### src/rtl/pseb_pkg.sv
// constants, offsets and state types for the configuration status error bits
package pseb_pkg;

	// configuration space byte offsets
	localparam logic [11:0] PSEB_CMD_OFS          = 12'h004;
	localparam logic [11:0] PSEB_PRI_STATUS_OFS   = 12'h006;
	localparam logic [11:0] PSEB_SEC_STATUS_OFS   = 12'h01E;
	localparam logic [11:0] PSEB_BRIDGE_CTRL_OFS  = 12'h03E;

	// dword addresses used on the configuration port
	localparam int          PSEB_DWADDR_W         = 10;
	localparam logic [9:0]  PSEB_DW_CMD_STATUS    = 10'(PSEB_CMD_OFS >> 2);
	localparam logic [9:0]  PSEB_DW_SEC_STATUS    = 10'(PSEB_SEC_STATUS_OFS >> 2);
	localparam logic [9:0]  PSEB_DW_BRIDGE_CTRL   = 10'(PSEB_BRIDGE_CTRL_OFS >> 2);

	// command register fields
	localparam int          PSEB_CMD_PARITY_BIT   = 6;
	localparam int          PSEB_CMD_SERR_BIT     = 8;
	// bridge control fields
	localparam int          PSEB_BCTL_PARITY_BIT  = 0;
	localparam int          PSEB_BCTL_SERR_BIT    = 1;

	// status word fields; the error bits are shared by primary and secondary words, bits 3 and 4 are primary only
	localparam int          PSEB_ST_INTR_BIT      = 3;
	localparam int          PSEB_ST_CAPLIST_BIT   = 4;
	localparam int          PSEB_ST_MDPE_BIT      = 8;
	localparam int          PSEB_ST_STA_BIT       = 11;
	localparam int          PSEB_ST_RTA_BIT       = 12;
	localparam int          PSEB_ST_RMA_BIT       = 13;
	localparam int          PSEB_ST_SSE_BIT       = 14;
	localparam int          PSEB_ST_DPE_BIT       = 15;
	localparam int          PSEB_NUM_ERR_BITS     = 6;

	// reset values
	localparam logic        PSEB_ERR_BIT_RST      = 1'b0;
	localparam logic        PSEB_CTRL_BIT_RST     = 1'b0;
	localparam logic [31:0] PSEB_RDATA_RST        = 32'h0000_0000;

	typedef struct packed {
		logic value;
	} pseb_bit_state_t;

	typedef struct packed {
		logic        cmd_parity_resp;
		logic        cmd_serr_en;
		logic        sec_parity_resp;
		logic        sec_serr_en;
		logic        intr_status;
		logic        done;
		logic [31:0] rdata;
	} pseb_state_t;

endpackage : pseb_pkg

### src/rtl/pseb_sticky_bit.sv
// one write-one-to-clear error bit, set by hardware events
`timescale 1ns/1ps
module pseb_sticky_bit (
	input  wire logic clk,
	input  wire logic rst_n,
	input  wire logic ce,
	input  wire logic set_evt,
	input  wire logic clr_req,
	output logic      value
);
	import pseb_pkg::*;

	pseb_bit_state_t state_reg;
	pseb_bit_state_t state_next;

	always_comb begin
		state_next = state_reg;
		// set wins so an event in the clearing cycle is not lost
		if (set_evt) begin
			state_next.value = 1'b1; // [RULE22]
		end else if (clr_req) begin
			state_next.value = 1'b0; // [RULE22]
		end
	end

	always_ff @(posedge clk or negedge rst_n) begin
		if (!rst_n) begin
			state_reg.value <= PSEB_ERR_BIT_RST;
		end else if (ce) begin
			state_reg <= state_next;
		end
	end

	assign value = state_reg.value;

endmodule : pseb_sticky_bit

### src/rtl/pseb_status_bits.sv
// status and secondary status error bits with configuration port access
// What this block does
// [RULE1] endpoint interrupt status follows user interrupt, read-only
// [RULE2] reserved bits read zero, capability bit one
// [RULE3] endpoint parity bit: poisoned completion in or write out
// [RULE4] endpoint signaled abort on user completer abort
// [RULE5] endpoint received abort on abort completion
// [RULE6] endpoint master abort on unsupported request completion
// [RULE7] endpoint system error: error message sent, enabled
// [RULE8] endpoint detected parity on any poisoned receive
// [RULE9] root port interrupt status bit unused
// [RULE10] root port parity bit: poisoned completion received only
// [RULE11] root port never sets bits 11 to 13
// [RULE12] root port: error message received, both enables
// [RULE13] root port: message port error upstream, enabled
// [RULE14] root port detected parity on poisoned transmit
// [RULE15] secondary parity bit, secondary response enabled
// [RULE16] secondary signaled abort on user abort indication
// [RULE17] secondary received abort on abort completion
// [RULE18] secondary master abort on unsupported completion
// [RULE19] secondary system error on received error message
// [RULE20] secondary detected parity on any poisoned receive
// [RULE21] parity response enable is command bit six
// [RULE22] error bits sticky until software writes one
`timescale 1ns/1ps
module pseb_status_bits #(
	parameter bit ROOT_PORT    = 1'b0,
	parameter int DWADDR_WIDTH = pseb_pkg::PSEB_DWADDR_W
) (
	input  wire logic                      clk,
	input  wire logic                      rstn,
	input  wire logic                      ce,
	// configuration port
	input  wire logic                      cfg_rd_en,
	input  wire logic                      cfg_wr_en,
	input  wire logic [DWADDR_WIDTH-1:0]   cfg_dwaddr,
	input  wire logic [31:0]               cfg_di,
	input  wire logic [3:0]                cfg_byte_en,
	output logic [31:0]                    cfg_do,
	output logic                           cfg_rd_wr_done,
	// link side events, one-cycle pulses
	input  wire logic                      rx_poisoned_cpl,
	input  wire logic                      rx_poisoned_tlp,
	input  wire logic                      tx_poisoned_wr,
	input  wire logic                      tx_poisoned_tlp,
	input  wire logic                      rx_cpl_abort,
	input  wire logic                      rx_cpl_unsupported,
	input  wire logic                      rx_err_msg,
	input  wire logic                      tx_err_msg,
	// user side events
	input  wire logic                      user_cpl_abort,
	input  wire logic                      msg_err_upstream,
	input  wire logic                      user_intr_assert,
	input  wire logic                      user_intr_clear,
	// control state seen by the rest of the core
	output logic                           parity_error_response,
	output logic                           system_error_report_enable,
	output logic                           sec_parity_error_response,
	output logic                           sec_system_error_report_enable
);
	import pseb_pkg::*;

	// the decode needs at least the bridge control dword
	initial begin
		if (DWADDR_WIDTH < 4 || DWADDR_WIDTH > 10) begin
			$error("pseb_status_bits: DWADDR_WIDTH must be 4 to 10");
		end
	end

	localparam logic [DWADDR_WIDTH-1:0] DW_CMD  = DWADDR_WIDTH'(PSEB_DW_CMD_STATUS);
	localparam logic [DWADDR_WIDTH-1:0] DW_SEC  = DWADDR_WIDTH'(PSEB_DW_SEC_STATUS);
	localparam logic [DWADDR_WIDTH-1:0] DW_BCTL = DWADDR_WIDTH'(PSEB_DW_BRIDGE_CTRL);

	// error bit positions in the order of the sticky instances
	localparam int ERR_POS [PSEB_NUM_ERR_BITS] = '{
		PSEB_ST_MDPE_BIT, PSEB_ST_STA_BIT, PSEB_ST_RTA_BIT,
		PSEB_ST_RMA_BIT, PSEB_ST_SSE_BIT, PSEB_ST_DPE_BIT
	};

	// reset release through two flops
	logic rst_meta_reg;
	logic rst_sync_reg;

	always_ff @(posedge clk or negedge rstn) begin
		if (!rstn) begin
			rst_meta_reg <= 1'b0;
			rst_sync_reg <= 1'b0;
		end else begin
			rst_meta_reg <= 1'b1;
			rst_sync_reg <= rst_meta_reg;
		end
	end

	pseb_state_t state_reg;
	pseb_state_t state_next;

	logic                         take;
	logic                         take_wr;
	logic [PSEB_NUM_ERR_BITS-1:0] pri_set;
	logic [PSEB_NUM_ERR_BITS-1:0] sec_set;
	logic [PSEB_NUM_ERR_BITS-1:0] pri_clr;
	logic [PSEB_NUM_ERR_BITS-1:0] sec_clr;
	logic [PSEB_NUM_ERR_BITS-1:0] pri_val;
	logic [PSEB_NUM_ERR_BITS-1:0] sec_val;
	logic [15:0]                  pri_word;
	logic [15:0]                  sec_word;
	logic [15:0]                  cmd_word;
	logic [15:0]                  bctl_word;

	// a held request is taken every other cycle; done blocks only the cycle after each take
	assign take    = (cfg_rd_en || cfg_wr_en) && !state_reg.done;
	assign take_wr = take && cfg_wr_en;

	// primary status set conditions
	always_comb begin
		pri_set = '0;
		if (!ROOT_PORT) begin
			pri_set[0] = state_reg.cmd_parity_resp && (rx_poisoned_cpl || tx_poisoned_wr); // [RULE3] [RULE21]
			pri_set[1] = user_cpl_abort;                                                  // [RULE4]
			pri_set[2] = rx_cpl_abort;                                                    // [RULE5]
			pri_set[3] = rx_cpl_unsupported;                                              // [RULE6]
			pri_set[4] = tx_err_msg && state_reg.cmd_serr_en;                             // [RULE7]
			pri_set[5] = rx_poisoned_tlp;                                                 // [RULE8]
		end else begin
			pri_set[0] = state_reg.cmd_parity_resp && rx_poisoned_cpl;                    // [RULE10] [RULE21]
			// bits 11 to 13 stay clear in a root port
			pri_set[1] = 1'b0;                                                            // [RULE11]
			pri_set[2] = 1'b0;                                                            // [RULE11]
			pri_set[3] = 1'b0;                                                            // [RULE11]
			pri_set[4] = (rx_err_msg && state_reg.cmd_serr_en && state_reg.sec_serr_en)   // [RULE12]
				|| (msg_err_upstream && state_reg.cmd_serr_en);                           // [RULE13]
			pri_set[5] = tx_poisoned_tlp;                                                 // [RULE14]
		end
	end

	// secondary status exists only in a root port
	always_comb begin
		sec_set = '0;
		if (ROOT_PORT) begin
			sec_set[0] = state_reg.sec_parity_resp && (rx_poisoned_cpl || tx_poisoned_wr); // [RULE15]
			sec_set[1] = user_cpl_abort;                                                  // [RULE16]
			sec_set[2] = rx_cpl_abort;                                                    // [RULE17]
			sec_set[3] = rx_cpl_unsupported;                                              // [RULE18]
			sec_set[4] = rx_err_msg;                                                      // [RULE19]
			sec_set[5] = rx_poisoned_tlp;                                                 // [RULE20]
		end
	end

	// write-one-to-clear; status words sit in the upper two byte lanes
	always_comb begin
		pri_clr = '0;
		sec_clr = '0;
		for (int i = 0; i < PSEB_NUM_ERR_BITS; i++) begin
			if (take_wr && cfg_dwaddr == DW_CMD && cfg_byte_en[2 + ERR_POS[i] / 8]) begin
				pri_clr[i] = cfg_di[16 + ERR_POS[i]]; // [RULE22]
			end
			if (take_wr && cfg_dwaddr == DW_SEC && cfg_byte_en[2 + ERR_POS[i] / 8] && ROOT_PORT) begin
				sec_clr[i] = cfg_di[16 + ERR_POS[i]]; // [RULE22]
			end
		end
	end

	for (genvar g = 0; g < PSEB_NUM_ERR_BITS; g++) begin : g_err
		pseb_sticky_bit u_pri (
			.clk     (clk),
			.rst_n   (rst_sync_reg),
			.ce      (ce),
			.set_evt (pri_set[g]),
			.clr_req (pri_clr[g]),
			.value   (pri_val[g])
		);
		pseb_sticky_bit u_sec (
			.clk     (clk),
			.rst_n   (rst_sync_reg),
			.ce      (ce),
			.set_evt (sec_set[g]),
			.clr_req (sec_clr[g]),
			.value   (sec_val[g])
		);
	end

	// assemble read words; everything not named reads zero
	always_comb begin
		pri_word = '0;
		sec_word = '0;
		pri_word[PSEB_ST_CAPLIST_BIT] = 1'b1;                          // [RULE2]
		pri_word[PSEB_ST_INTR_BIT]    = ROOT_PORT ? 1'b0 : state_reg.intr_status; // [RULE1] [RULE9]
		for (int i = 0; i < PSEB_NUM_ERR_BITS; i++) begin
			pri_word[ERR_POS[i]] = pri_val[i];
			sec_word[ERR_POS[i]] = sec_val[i];                         // [RULE2]
		end
		cmd_word                        = '0;
		cmd_word[PSEB_CMD_PARITY_BIT]   = state_reg.cmd_parity_resp;
		cmd_word[PSEB_CMD_SERR_BIT]     = state_reg.cmd_serr_en;
		bctl_word                       = '0;
		bctl_word[PSEB_BCTL_PARITY_BIT] = state_reg.sec_parity_resp;
		bctl_word[PSEB_BCTL_SERR_BIT]   = state_reg.sec_serr_en;
	end

	always_comb begin
		state_next      = state_reg;
		state_next.done = take;

		// interrupt status: assertion wins over a clear in the same cycle
		if (ROOT_PORT) begin
			state_next.intr_status = 1'b0;                             // [RULE9]
		end else if (user_intr_assert) begin
			state_next.intr_status = 1'b1;                             // [RULE1]
		end else if (user_intr_clear) begin
			state_next.intr_status = 1'b0;                             // [RULE1]
		end

		// control bits, honouring byte enables
		if (take_wr && cfg_dwaddr == DW_CMD) begin
			if (cfg_byte_en[PSEB_CMD_PARITY_BIT / 8]) begin
				state_next.cmd_parity_resp = cfg_di[PSEB_CMD_PARITY_BIT]; // [RULE21]
			end
			if (cfg_byte_en[PSEB_CMD_SERR_BIT / 8]) begin
				state_next.cmd_serr_en = cfg_di[PSEB_CMD_SERR_BIT];
			end
		end else if (take_wr && cfg_dwaddr == DW_BCTL && ROOT_PORT) begin
			if (cfg_byte_en[2]) begin
				state_next.sec_parity_resp = cfg_di[16 + PSEB_BCTL_PARITY_BIT];
				state_next.sec_serr_en     = cfg_di[16 + PSEB_BCTL_SERR_BIT];
			end
		end

		// read data; a write returns zero on the data lines
		if (take && cfg_rd_en && !cfg_wr_en) begin
			if (cfg_dwaddr == DW_CMD) begin
				state_next.rdata = {pri_word, cmd_word};
			end else if (cfg_dwaddr == DW_SEC && ROOT_PORT) begin
				state_next.rdata = {sec_word, 16'h0000};               // [RULE2]
			end else if (cfg_dwaddr == DW_BCTL && ROOT_PORT) begin
				state_next.rdata = {bctl_word, 16'h0000};
			end else begin
				state_next.rdata = 32'h0000_0000;
			end
		end else if (take) begin
			state_next.rdata = 32'h0000_0000;
		end
	end

	always_ff @(posedge clk or negedge rst_sync_reg) begin
		if (!rst_sync_reg) begin
			state_reg.cmd_parity_resp <= PSEB_CTRL_BIT_RST;
			state_reg.cmd_serr_en     <= PSEB_CTRL_BIT_RST;
			state_reg.sec_parity_resp <= PSEB_CTRL_BIT_RST;
			state_reg.sec_serr_en     <= PSEB_CTRL_BIT_RST;
			state_reg.intr_status     <= PSEB_ERR_BIT_RST;
			state_reg.done            <= 1'b0;
			state_reg.rdata           <= PSEB_RDATA_RST;
		end else if (ce) begin
			state_reg <= state_next;
		end
	end

	assign cfg_do                         = state_reg.rdata;
	assign cfg_rd_wr_done                 = state_reg.done;
	assign parity_error_response          = state_reg.cmd_parity_resp;
	assign system_error_report_enable     = state_reg.cmd_serr_en;
	assign sec_parity_error_response      = state_reg.sec_parity_resp;
	assign sec_system_error_report_enable = state_reg.sec_serr_en;

endmodule : pseb_status_bits

### config.mk
export PLATFORM = sky130hd
export DESIGN_NAME = pseb_status_bits
export DESIGN_NICKNAME = d
export VERILOG_FILES = /design/src/rtl/pseb_pkg.sv /design/src/rtl/pseb_sticky_bit.sv /design/src/rtl/pseb_status_bits.sv
export SDC_FILE = /design/constraint.sdc
export NUM_CORES = 1
export LEC_CHECK = 0
export BUFFER_PORTS_ARGS = -buffer_cell sky130_fd_sc_hd__clkbuf_2
export CAP_MARGIN = 5
export CORE_MARGIN = 5
export CORE_UTILIZATION = 40
export DETAILED_ROUTE_END_ITERATION = 16
export MAX_ROUTING_LAYER = met4
export PLACE_DENSITY = 0.84
export REMOVE_ABC_BUFFERS = 1
export SLEW_MARGIN = 30
export SYNTH_ARGS = -nofsm -noshare
export SYNTH_HDL_FRONTEND = slang
export SYNTH_SLANG_ARGS = --single-unit
### constraint.sdc
create_clock -name clk -period 1.4 [get_ports clk]
set_input_delay 0.21 -clock clk [delete_from_list [all_inputs] [get_ports clk]]
set_output_delay 0.21 -clock clk [all_outputs]
set_load 0.02 [all_outputs]
== Word-level counts from Yosys, hierarchy flattened ==
Cells that the tools add are included.
Widths: inputs -> output; s select.

* Latch bits: 0
* Bits in writable memories: 0
* Logic and storage cells: 67
* Bits in read-only memories: 0
* Register bits: 44
* Output and inout bits: 37
* Memories kept: 0
* Bits of input ports: 63

* Magnitude comparators: 0
* Shifts and indexed selects: 0
* Eq/ne operators: 1
* Reductions and logical operators: 30
* Multipliers: 0
* Bitwise logic cells: 0
* $add $sub $neg: 0
* Div/mod/pow operators: 0
* Muxes and demuxes: 23

{| class="wikitable"
|+ Operators with widths
! kind !! number
|-
| $mux 32 || 3
|-
| $mux 1 || 20
|-
| $reduce_and 2->1 || 8
|-
| $reduce_bool 2->1 || 8
|-
| $eq 10x1->1 const B || 1
|-
| $logic_and 1x1->1 || 8
|-
| $reduce_and 3->1 || 2
|-
| $logic_not 1->1 || 2
|-
| $logic_or 1x1->1 || 2
|}

== Longest topological paths before layout ==
Gate-level depths: netlist of the first run.

* Depth after elaboration: 8
* Mapped depth: 4

== Cells and area by module ==
Synthesis of the first run repeated with hierarchy kept, for this count alone.

* Cell total of the unflattened synthesis: 97
* Area, all modules: 1127.3 µm²

{| class="wikitable"
|+ By module, submodules not included
! module !! area each (µm²) !! instances !! cells an instance !! seq. area each (µm²)
|-
| pseb_status_bits || 902.1 || 1 || 79 || 400.4
|-
| pseb_sticky_bit || 37.5 || 6 || 3 || 25.0
|}

== Worst setup path after synthesis of the first run ==
OpenSTA, ideal clock, no wires.

* Path type: reg-to-reg
* Start: register state_reg, in the netlist cfg_rd_wr_done
* End: register state_reg, in the netlist cfg_do[19]
* Slack: -0.180 ns
* Path buffers: 0
* Arrival time: 1.513 ns
* Library setup time: 0.067 ns
* Stages on the path, launching flop included: 4
* Data required time: 1.333 ns
* Cell sequence: dfrtp_1 > or4bb_1 > nor4_4 > a22o_1

* Longest elaborated chain between the ends: 6
* Elaborated cells between the ends (all ways): 7
* Those cells by class: 1 x mux; 6 x reduce/logical

{| class="wikitable"
|+ RTL lines
! element !! RTL line !! text
|-
| start: declaration || pseb_status_bits.sv:94 || <nowiki>pseb_state_t state_reg;</nowiki>
|-
| start signal: assignment || pseb_status_bits.sv:254 || <nowiki>state_reg <= state_next;</nowiki>
|-
| $logic_not 1->1 (*) || pseb_status_bits.sv:111 || <nowiki>assign take = (cfg_rd_en || cfg_wr_en) && !state_reg.done;</nowiki>
|-
| $logic_and 1x1->1 (*) || pseb_status_bits.sv:111 ||
|-
| $logic_and 1x1->1 (2 in series) || pseb_status_bits.sv:229 || <nowiki>if (take && cfg_rd_en && !cfg_wr_en) begin</nowiki>
|-
| $reduce_bool 2->1 (no line) || - ||
|-
| $reduce_and 2->1 (no line) || - ||
|}

Every way passes the cells marked *; elsewhere a longest branch is shown, timed or not.
A chain may end at the register's enable or synchronous reset.

== Worst setup path in the final report of the first run ==
* Start: register state_reg, in the netlist cfg_rd_wr_done
* End: register state_reg, in the netlist cfg_do[31]

The elaborated chain is that of the path after synthesis.

==> results of run 1 <==
[final cells by class]
cell class                      count  area (µm²)
Clock buffer                        3        22.5
Fill cell                         277        1300
Inverter                            7        26.3
Multi-Input combinational cell     66         448
Sequential cell                    22         551
Tap cell                           31        38.8
Timing Repair Buffer               58         324
[power breakdown]
group / leakage (µW) / internal (µW) / switching, µW
Sequential: 0.000267 / 646 / 6.24
Combinational: 0.000524 / 76.8 / 131
Clock: 0.0000138 / 100 / 171
[repair_timing]
item | CTS | global route
endpoints found under the hold margin | 2 | 0
hold buffers | 1 | 0
cloned | 0 | 0
setup endpoints to repair | 11 | 13
resized for setup | 2 | 1
[layer usage]
metal  up-vias  wire length, µm  share of wire [%]  global-route usage [%]
li1        418                -                  -                       -
met1       430              966                 37                    14.9
met2        39             1440                 55                    25.0
met3         6              182                6.9                    3.24
met4         0               47                1.8                    5.84
met5         -                0                  0                       -
[synth_stat cells, types with 2 or more instances]
cell / n / area [µm²]
clkbuf_1: 2 / 7.51
nor4_1: 2 / 12.5
buf_4: 24 / 180
inv_1: 7 / 26.3
nand4b_1: 3 / 26.3
o211ai_1: 2 / 15.0
dfrtp_1: 22 / 551
a22o_1: 10 / 87.6
o21ai_0: 7 / 35.0
or4_4: 2 / 22.5
mux2_2: 2 / 22.5
conb_1: 2 / 7.51
a2bb2oi_1: 4 / 35.0
[worst paths after layout]
check | startpoint | to | cells past startpoint
max | cfg_rd_wr_done$_DFFE_PN0P_ | cfg_do[31]$_DFFE_PN0P_ | 4
min | cfg_di[8] | system_error_report_enable$_DFFE_PN0P_ | 2
max reg2reg | cfg_rd_wr_done$_DFFE_PN0P_ | cfg_do[31]$_DFFE_PN0P_ | 4
min reg2reg | rst_sync_reg$_DFF_PN0_ | g_err[3].u_pri.value$_DFFE_PN0P_ | 1
max in group asynchronous | rst_sync_reg$_DFF_PN0_ | cfg_do[28]$_DFFE_PN0P_ | 1
min in group asynchronous | rst_sync_reg$_DFF_PN0_ | g_err[3].u_pri.value$_DFFE_PN0P_ | 1
[per-stage QoR]
step / cell area (µm²) / setup WS (ps) / cells
detailed placement: 1360 / -354 / 183
CTS: 1400 / -74.1 / 187
floorplan: 1010 / -180 / 95
global route: 1410 / -126 / 187
global placement: 1360 / -314 / 183
finish: 1410 / -76.7 / 187
[layout by cell type, fill, tap and decap left out, drive strengths merged]
master / instances
nand2b: 1
o21ai: 7
nand3: 1
a22o: 10
mux2: 2
or4bb: 1
nand4b: 3
o211ai: 2
nand2: 1
conb: 25
a2bb2oi: 4
o21bai: 1
a21o: 1
clkbuf: 50
or4: 2
nor4: 4
o21a: 1
buf: 10
inv: 7
dlygate4sd3: 1
dfrtp: 22
[worst max-delay path, stage by stage (launching register included)]
cell,delay [ps]
dfrtp_1,410
or4bb_1,530
nor4_4,170
buf_6,180
a22o_1,130
[kinds of logic (layout without fill, tap and decap cells)]
group	after synthesis	in the layout
buf+inv	33	68
compound gates	26	26
flops	22	22
simple gates	13	13
other cells	2	25
mux	2	2
==> results_dict.tcl, run 1 <==
set metrics [dict create \
    drt_iter0_drc 8 \
    worstSetupPathType "reg2reg" \
    drt_pre_antenna_iters 2 \
    cts_made_buffers 3 \
    synth_top_family_by_area "buffers and inverters" \
    n_antenna_cell 0 \
    gr-usage-all-layers_pct 14.1 \
    yosys.area_share.simple_pct 10.9 \
    drv_cap 0 \
    synth-async-reset-ratio_pct 100 \
    synth_enable_flop_cells 0 \
    grt_pass1_vias 1007 \
    clockRootBuffer "clkbuf_4" \
    ant_nets 0 \
    largest_reg_flops 10 \
    grt_start_max_net_pins 21 \
    cts_tree "yes" \
    period_share_pct 105 \
    rsz0062_at_grt "yes" \
    arrival_ps 1720 \
    ys_seq_area_share_pct 49.5 \
    synth_cells 98 \
    postSynthAreaPerCell_um2 11.3 \
    finalPower_uw 1130 \
    fin_nets 221 \
    final.setup.tns_ps -660 \
    drive_gt1_share_pct 42.9 \
    grt_pass1_wl_um 4370 \
    syn_area_um2 1110 \
    setup_viol 11 \
    critPathMaxFanout 10 \
    whs_ps 141 \
    power.density_nw_per_um2 802 \
    yosysWarningCount 0 \
    clock_path_buffers 2 \
    row_count 19 \
    p_leak_uw 0.000805 \
    yosysUniqueCellTypes 22 \
    io_buffers 47 \
    muxShareOfSynthArea_pct 2.03 \
    vias_per_cell 4.78 \
    required_ps 1640 \
    fp.dieW_um 62.7 \
    fin_ws_ps -76.7 \
    die_height_um 62.7 \
    cts_max_level 1 \
    io_pins 100 \
    violations "negative setup slack" \
    dp_hpwl_um 2210 \
    peakVddDrop_mv 0.593 \
    drt_wl_total_um 2640 \
    syn2layout_area_growth_pct 26.9 \
    finalHoldViolCount 0 \
    coreArea_um2 2710 \
    insertion_delay_ps 290 \
    synth_compound_area_share_pct 17.6 \
    clkSlewWorstSetupHoldPaths_ps 110 \
    reg2reg_slack_ps -80 \
    status "finished with violations" \
    gp_congestion 0.732 \
    dr_total_vias 893 \
    synthXorXnorAreaFrac_pct 0 \
    wl_per_cell_um 14.1 \
    critPathLaunchType "flip-flop" \
    crit_path_end_kind "flip-flop" \
    antenna_found_initial 0 \
    ys_seq_elements 22 \
    start_util_pct 41.0 \
    finalCriticalPeriod_ps 1480 \
    drc 0 \
    dieArea_um2 3930 \
    min_path_type "in2reg" \
    skew_ps 1.80 \
    synth-main-ff-cell "dfrtp_1" \
    postCtsSetupBuffers 0 \
    cts.sinks 22 \
    final-max-slew-violation-count 0 \
    final_core_utilization_pct 52.0 \
    synth_fa_ha_area_share_pct 0 \
    fmax_mhz 677 \
    grt.overflow.total 0 \
]
No activity file was read; power rests on OpenSTA's default activity.
==> inputs of run 2 (changes only) <==
CORE_UTILIZATION = 37   (was 40)
PLACE_DENSITY = 0.79   (was 0.84)
clock period = 1.6 ns   (was 1.4 ns; I/O delays follow)
==> results_dict.tcl, run 2 (synthesized netlist as in run 1, its figures left out) <==
set metrics [dict create \
    status "complete, no violations" \
    cts.sinks 22 \
    grt.overflow.total 0 \
    critPathLaunchType "flip-flop" \
    holdPathStages 2 \
    drt_pre_antenna_iters 2 \
    r2r_cells 4 \
    p_leak_uw 0.000794 \
    fmax_mhz 672 \
    skew_ps 8.62 \
    met1_length_um 999 \
    fin_ws_ps 111 \
    grt_start_max_net_pins 21 \
    gp_congestion 0.787 \
    top_layer "met3" \
    switching_share_pct 26.1 \
    final.setup.tns_ps 0 \
    power.share.clock_pct 28.3 \
    cts_max_level 1 \
    arrival_ps 1730 \
    setup_viol 0 \
    fp.dieW_um 64.8 \
    whs_ps 160 \
    period_share_pct 93.0 \
    crit_family "simple AND/OR/NAND/NOR gates" \
    drc 0 \
    critPathMaxFanout 7 \
    row_count 19 \
    gr-usage-all-layers_pct 12.0 \
    drt_iter0_drc 18 \
    worstSetupPathType "reg2reg" \
    wl_met2_um 1230 \
    n_antenna_cell 0 \
    required_ps 1840 \
    clock_path_buffers 2 \
    path_buf_inv 1 \
    finalHoldViolCount 0 \
    power.density_nw_per_um2 747 \
    antenna_found_initial 0 \
    insertion_delay_ps 300 \
    layout_common_cells "47 x clkbuf_2, 25 x conb_1, 22 x dfrtp_1, 10 x a22o_1, 8 x buf_4" \
    wl_per_cell_um 13.1 \
    grt_pass1_wl_um 3840 \
    final_core_utilization_pct 49.1 \
    dieArea_um2 4200 \
    cts_tree "yes" \
    final-max-slew-violation-count 0 \
    combinationalPowerShare_pct 16.8 \
    vias_per_cell 4.66 \
    p_int_uw 768 \
    drt_wl_total_um 2440 \
    rsz0062_at_grt "no" \
    wl_met3_um 209 \
    slowest_stage "or4bb_1" \
    syn2layout_area_growth_pct 25.1 \
    drive_gt1_share_pct 41.9 \
    start_util_pct 39.3 \
    postCtsSetupBuffers 0 \
    dp_hpwl_um 2030 \
    die_height_um 64.8 \
    cts_made_buffers 3 \
    reg2reg_to "cfg_do[27]$_DFFE_PN0P_" \
    drv_cap 0 \
    min_to "system_error_report_enable$_DFFE_PN0P_" \
    path_cells "or4bb_1 -> nor4_4 -> buf_4 -> a22o_1" \
    slowest_delay_ps 520 \
    largest_reg_flops 10 \
    peakVddDrop_mv 0.403 \
    reg2reg_slack_ps 110 \
    io_buffers 47 \
    coreArea_um2 2830 \
    clockRootBuffer "clkbuf_4" \
    place_ws_ps -155 \
    ant_nets 0 \
    r2r_start "cfg_rd_wr_done$_DFFE_PN0P_" \
    grt_pass1_vias 864 \
    p_switching_uw 271 \
    crit_path_end_kind "flip-flop" \
    fin_nets 219 \
    min_path_type "in2reg" \
    p_seq_share_pct 54.9 \
    layout_commonest_cell "clkbuf_2" \
    io_pins 100 \
    finalCriticalPeriod_ps 1490 \
    dr_total_vias 866 \
    hp-start "cfg_di[8]" \
    clkSlewWorstSetupHoldPaths_ps 120 \
]
==> run 2: cell count changes in the layout (fill, tap and decap cells not counted) <==
cell,before,now
buf_4,9,8
buf_6,1,0
clkbuf_8,0,1
nor4_1,1,2
nor4_4,2,1
==> run 2: final cells by class <==
type | instances | area (µm²)
multi-input combinational | 66 | 433
sequential | 22 | 551
timing repair buffer | 56 | 305
clock buffer | 4 | 36.3
inverter | 7 | 26.3
tap | 31 | 38.8
fill | 290 | 1440
==> run 2: worst register-to-register path, cell delays in order (launching register included) <==
cell and delay, ps:
dfrtp_1 410, or4bb_1 520, nor4_4 170, buf_4 200, a22o_1 130
==> run 2: how the worst max path moves through the flow <==
stage / startpoint / endpoint / slack, ps / cells past startpoint
floorplan: cfg_rd_wr_done$_DFFE_PN0P_ / cfg_do[19]$_DFFE_PN0P_ / 20 / 3
global placement: cfg_dwaddr[5] / system_error_report_enable$_DFFE_PN0P_ / -150 / 4
detailed placement: cfg_dwaddr[5] / parity_error_response$_DFFE_PN0P_ / -160 / 4
CTS: cfg_rd_wr_done$_DFFE_PN0P_ / cfg_do[27]$_DFFE_PN0P_ / 90 / 4
global route: cfg_rd_wr_done$_DFFE_PN0P_ / cfg_do[28]$_DFFE_PN0P_ / 30 / 4
finish: cfg_rd_wr_done$_DFFE_PN0P_ / cfg_do[27]$_DFFE_PN0P_ / 110 / 4
==> run 2: through the flow <==
stage / instance area (µm²) / total power, µW / instances
4_1_cts: 1390 / 1060 / 186
5_1_grt: 1390 / 1090 / 186
2_1_floorplan: 1010 / 675 / 95
3_5_place_dp: 1340 / 754 / 181
6_report: 1390 / 1040 / 186
3_3_place_gp: 1340 / 747 / 181
==> run 2: power groups by stage <==
stage | registers [µW] | clock network [µW] | logic [µW]
floorplan | 593 | 0 | 81.9
global placement | 580 | 0 | 168
detailed placement | 582 | 0 | 173
CTS | 571 | 315 | 175
global route | 572 | 325 | 192
finish | 571 | 294 | 175
==> run 2: routing by layer <==
metal	vias up	GRT usage (%)
li1	417	-
met4	0	3.17
met3	0	2.42
met5	-	-
met1	403	14.3
met2	46	20.6
==> run 2: what timing repair did <==
action                    4_1_cts  5_1_grt
hold buffers                    1        0
gates resized for setup         0        0
hold endpoints to repair        2        0
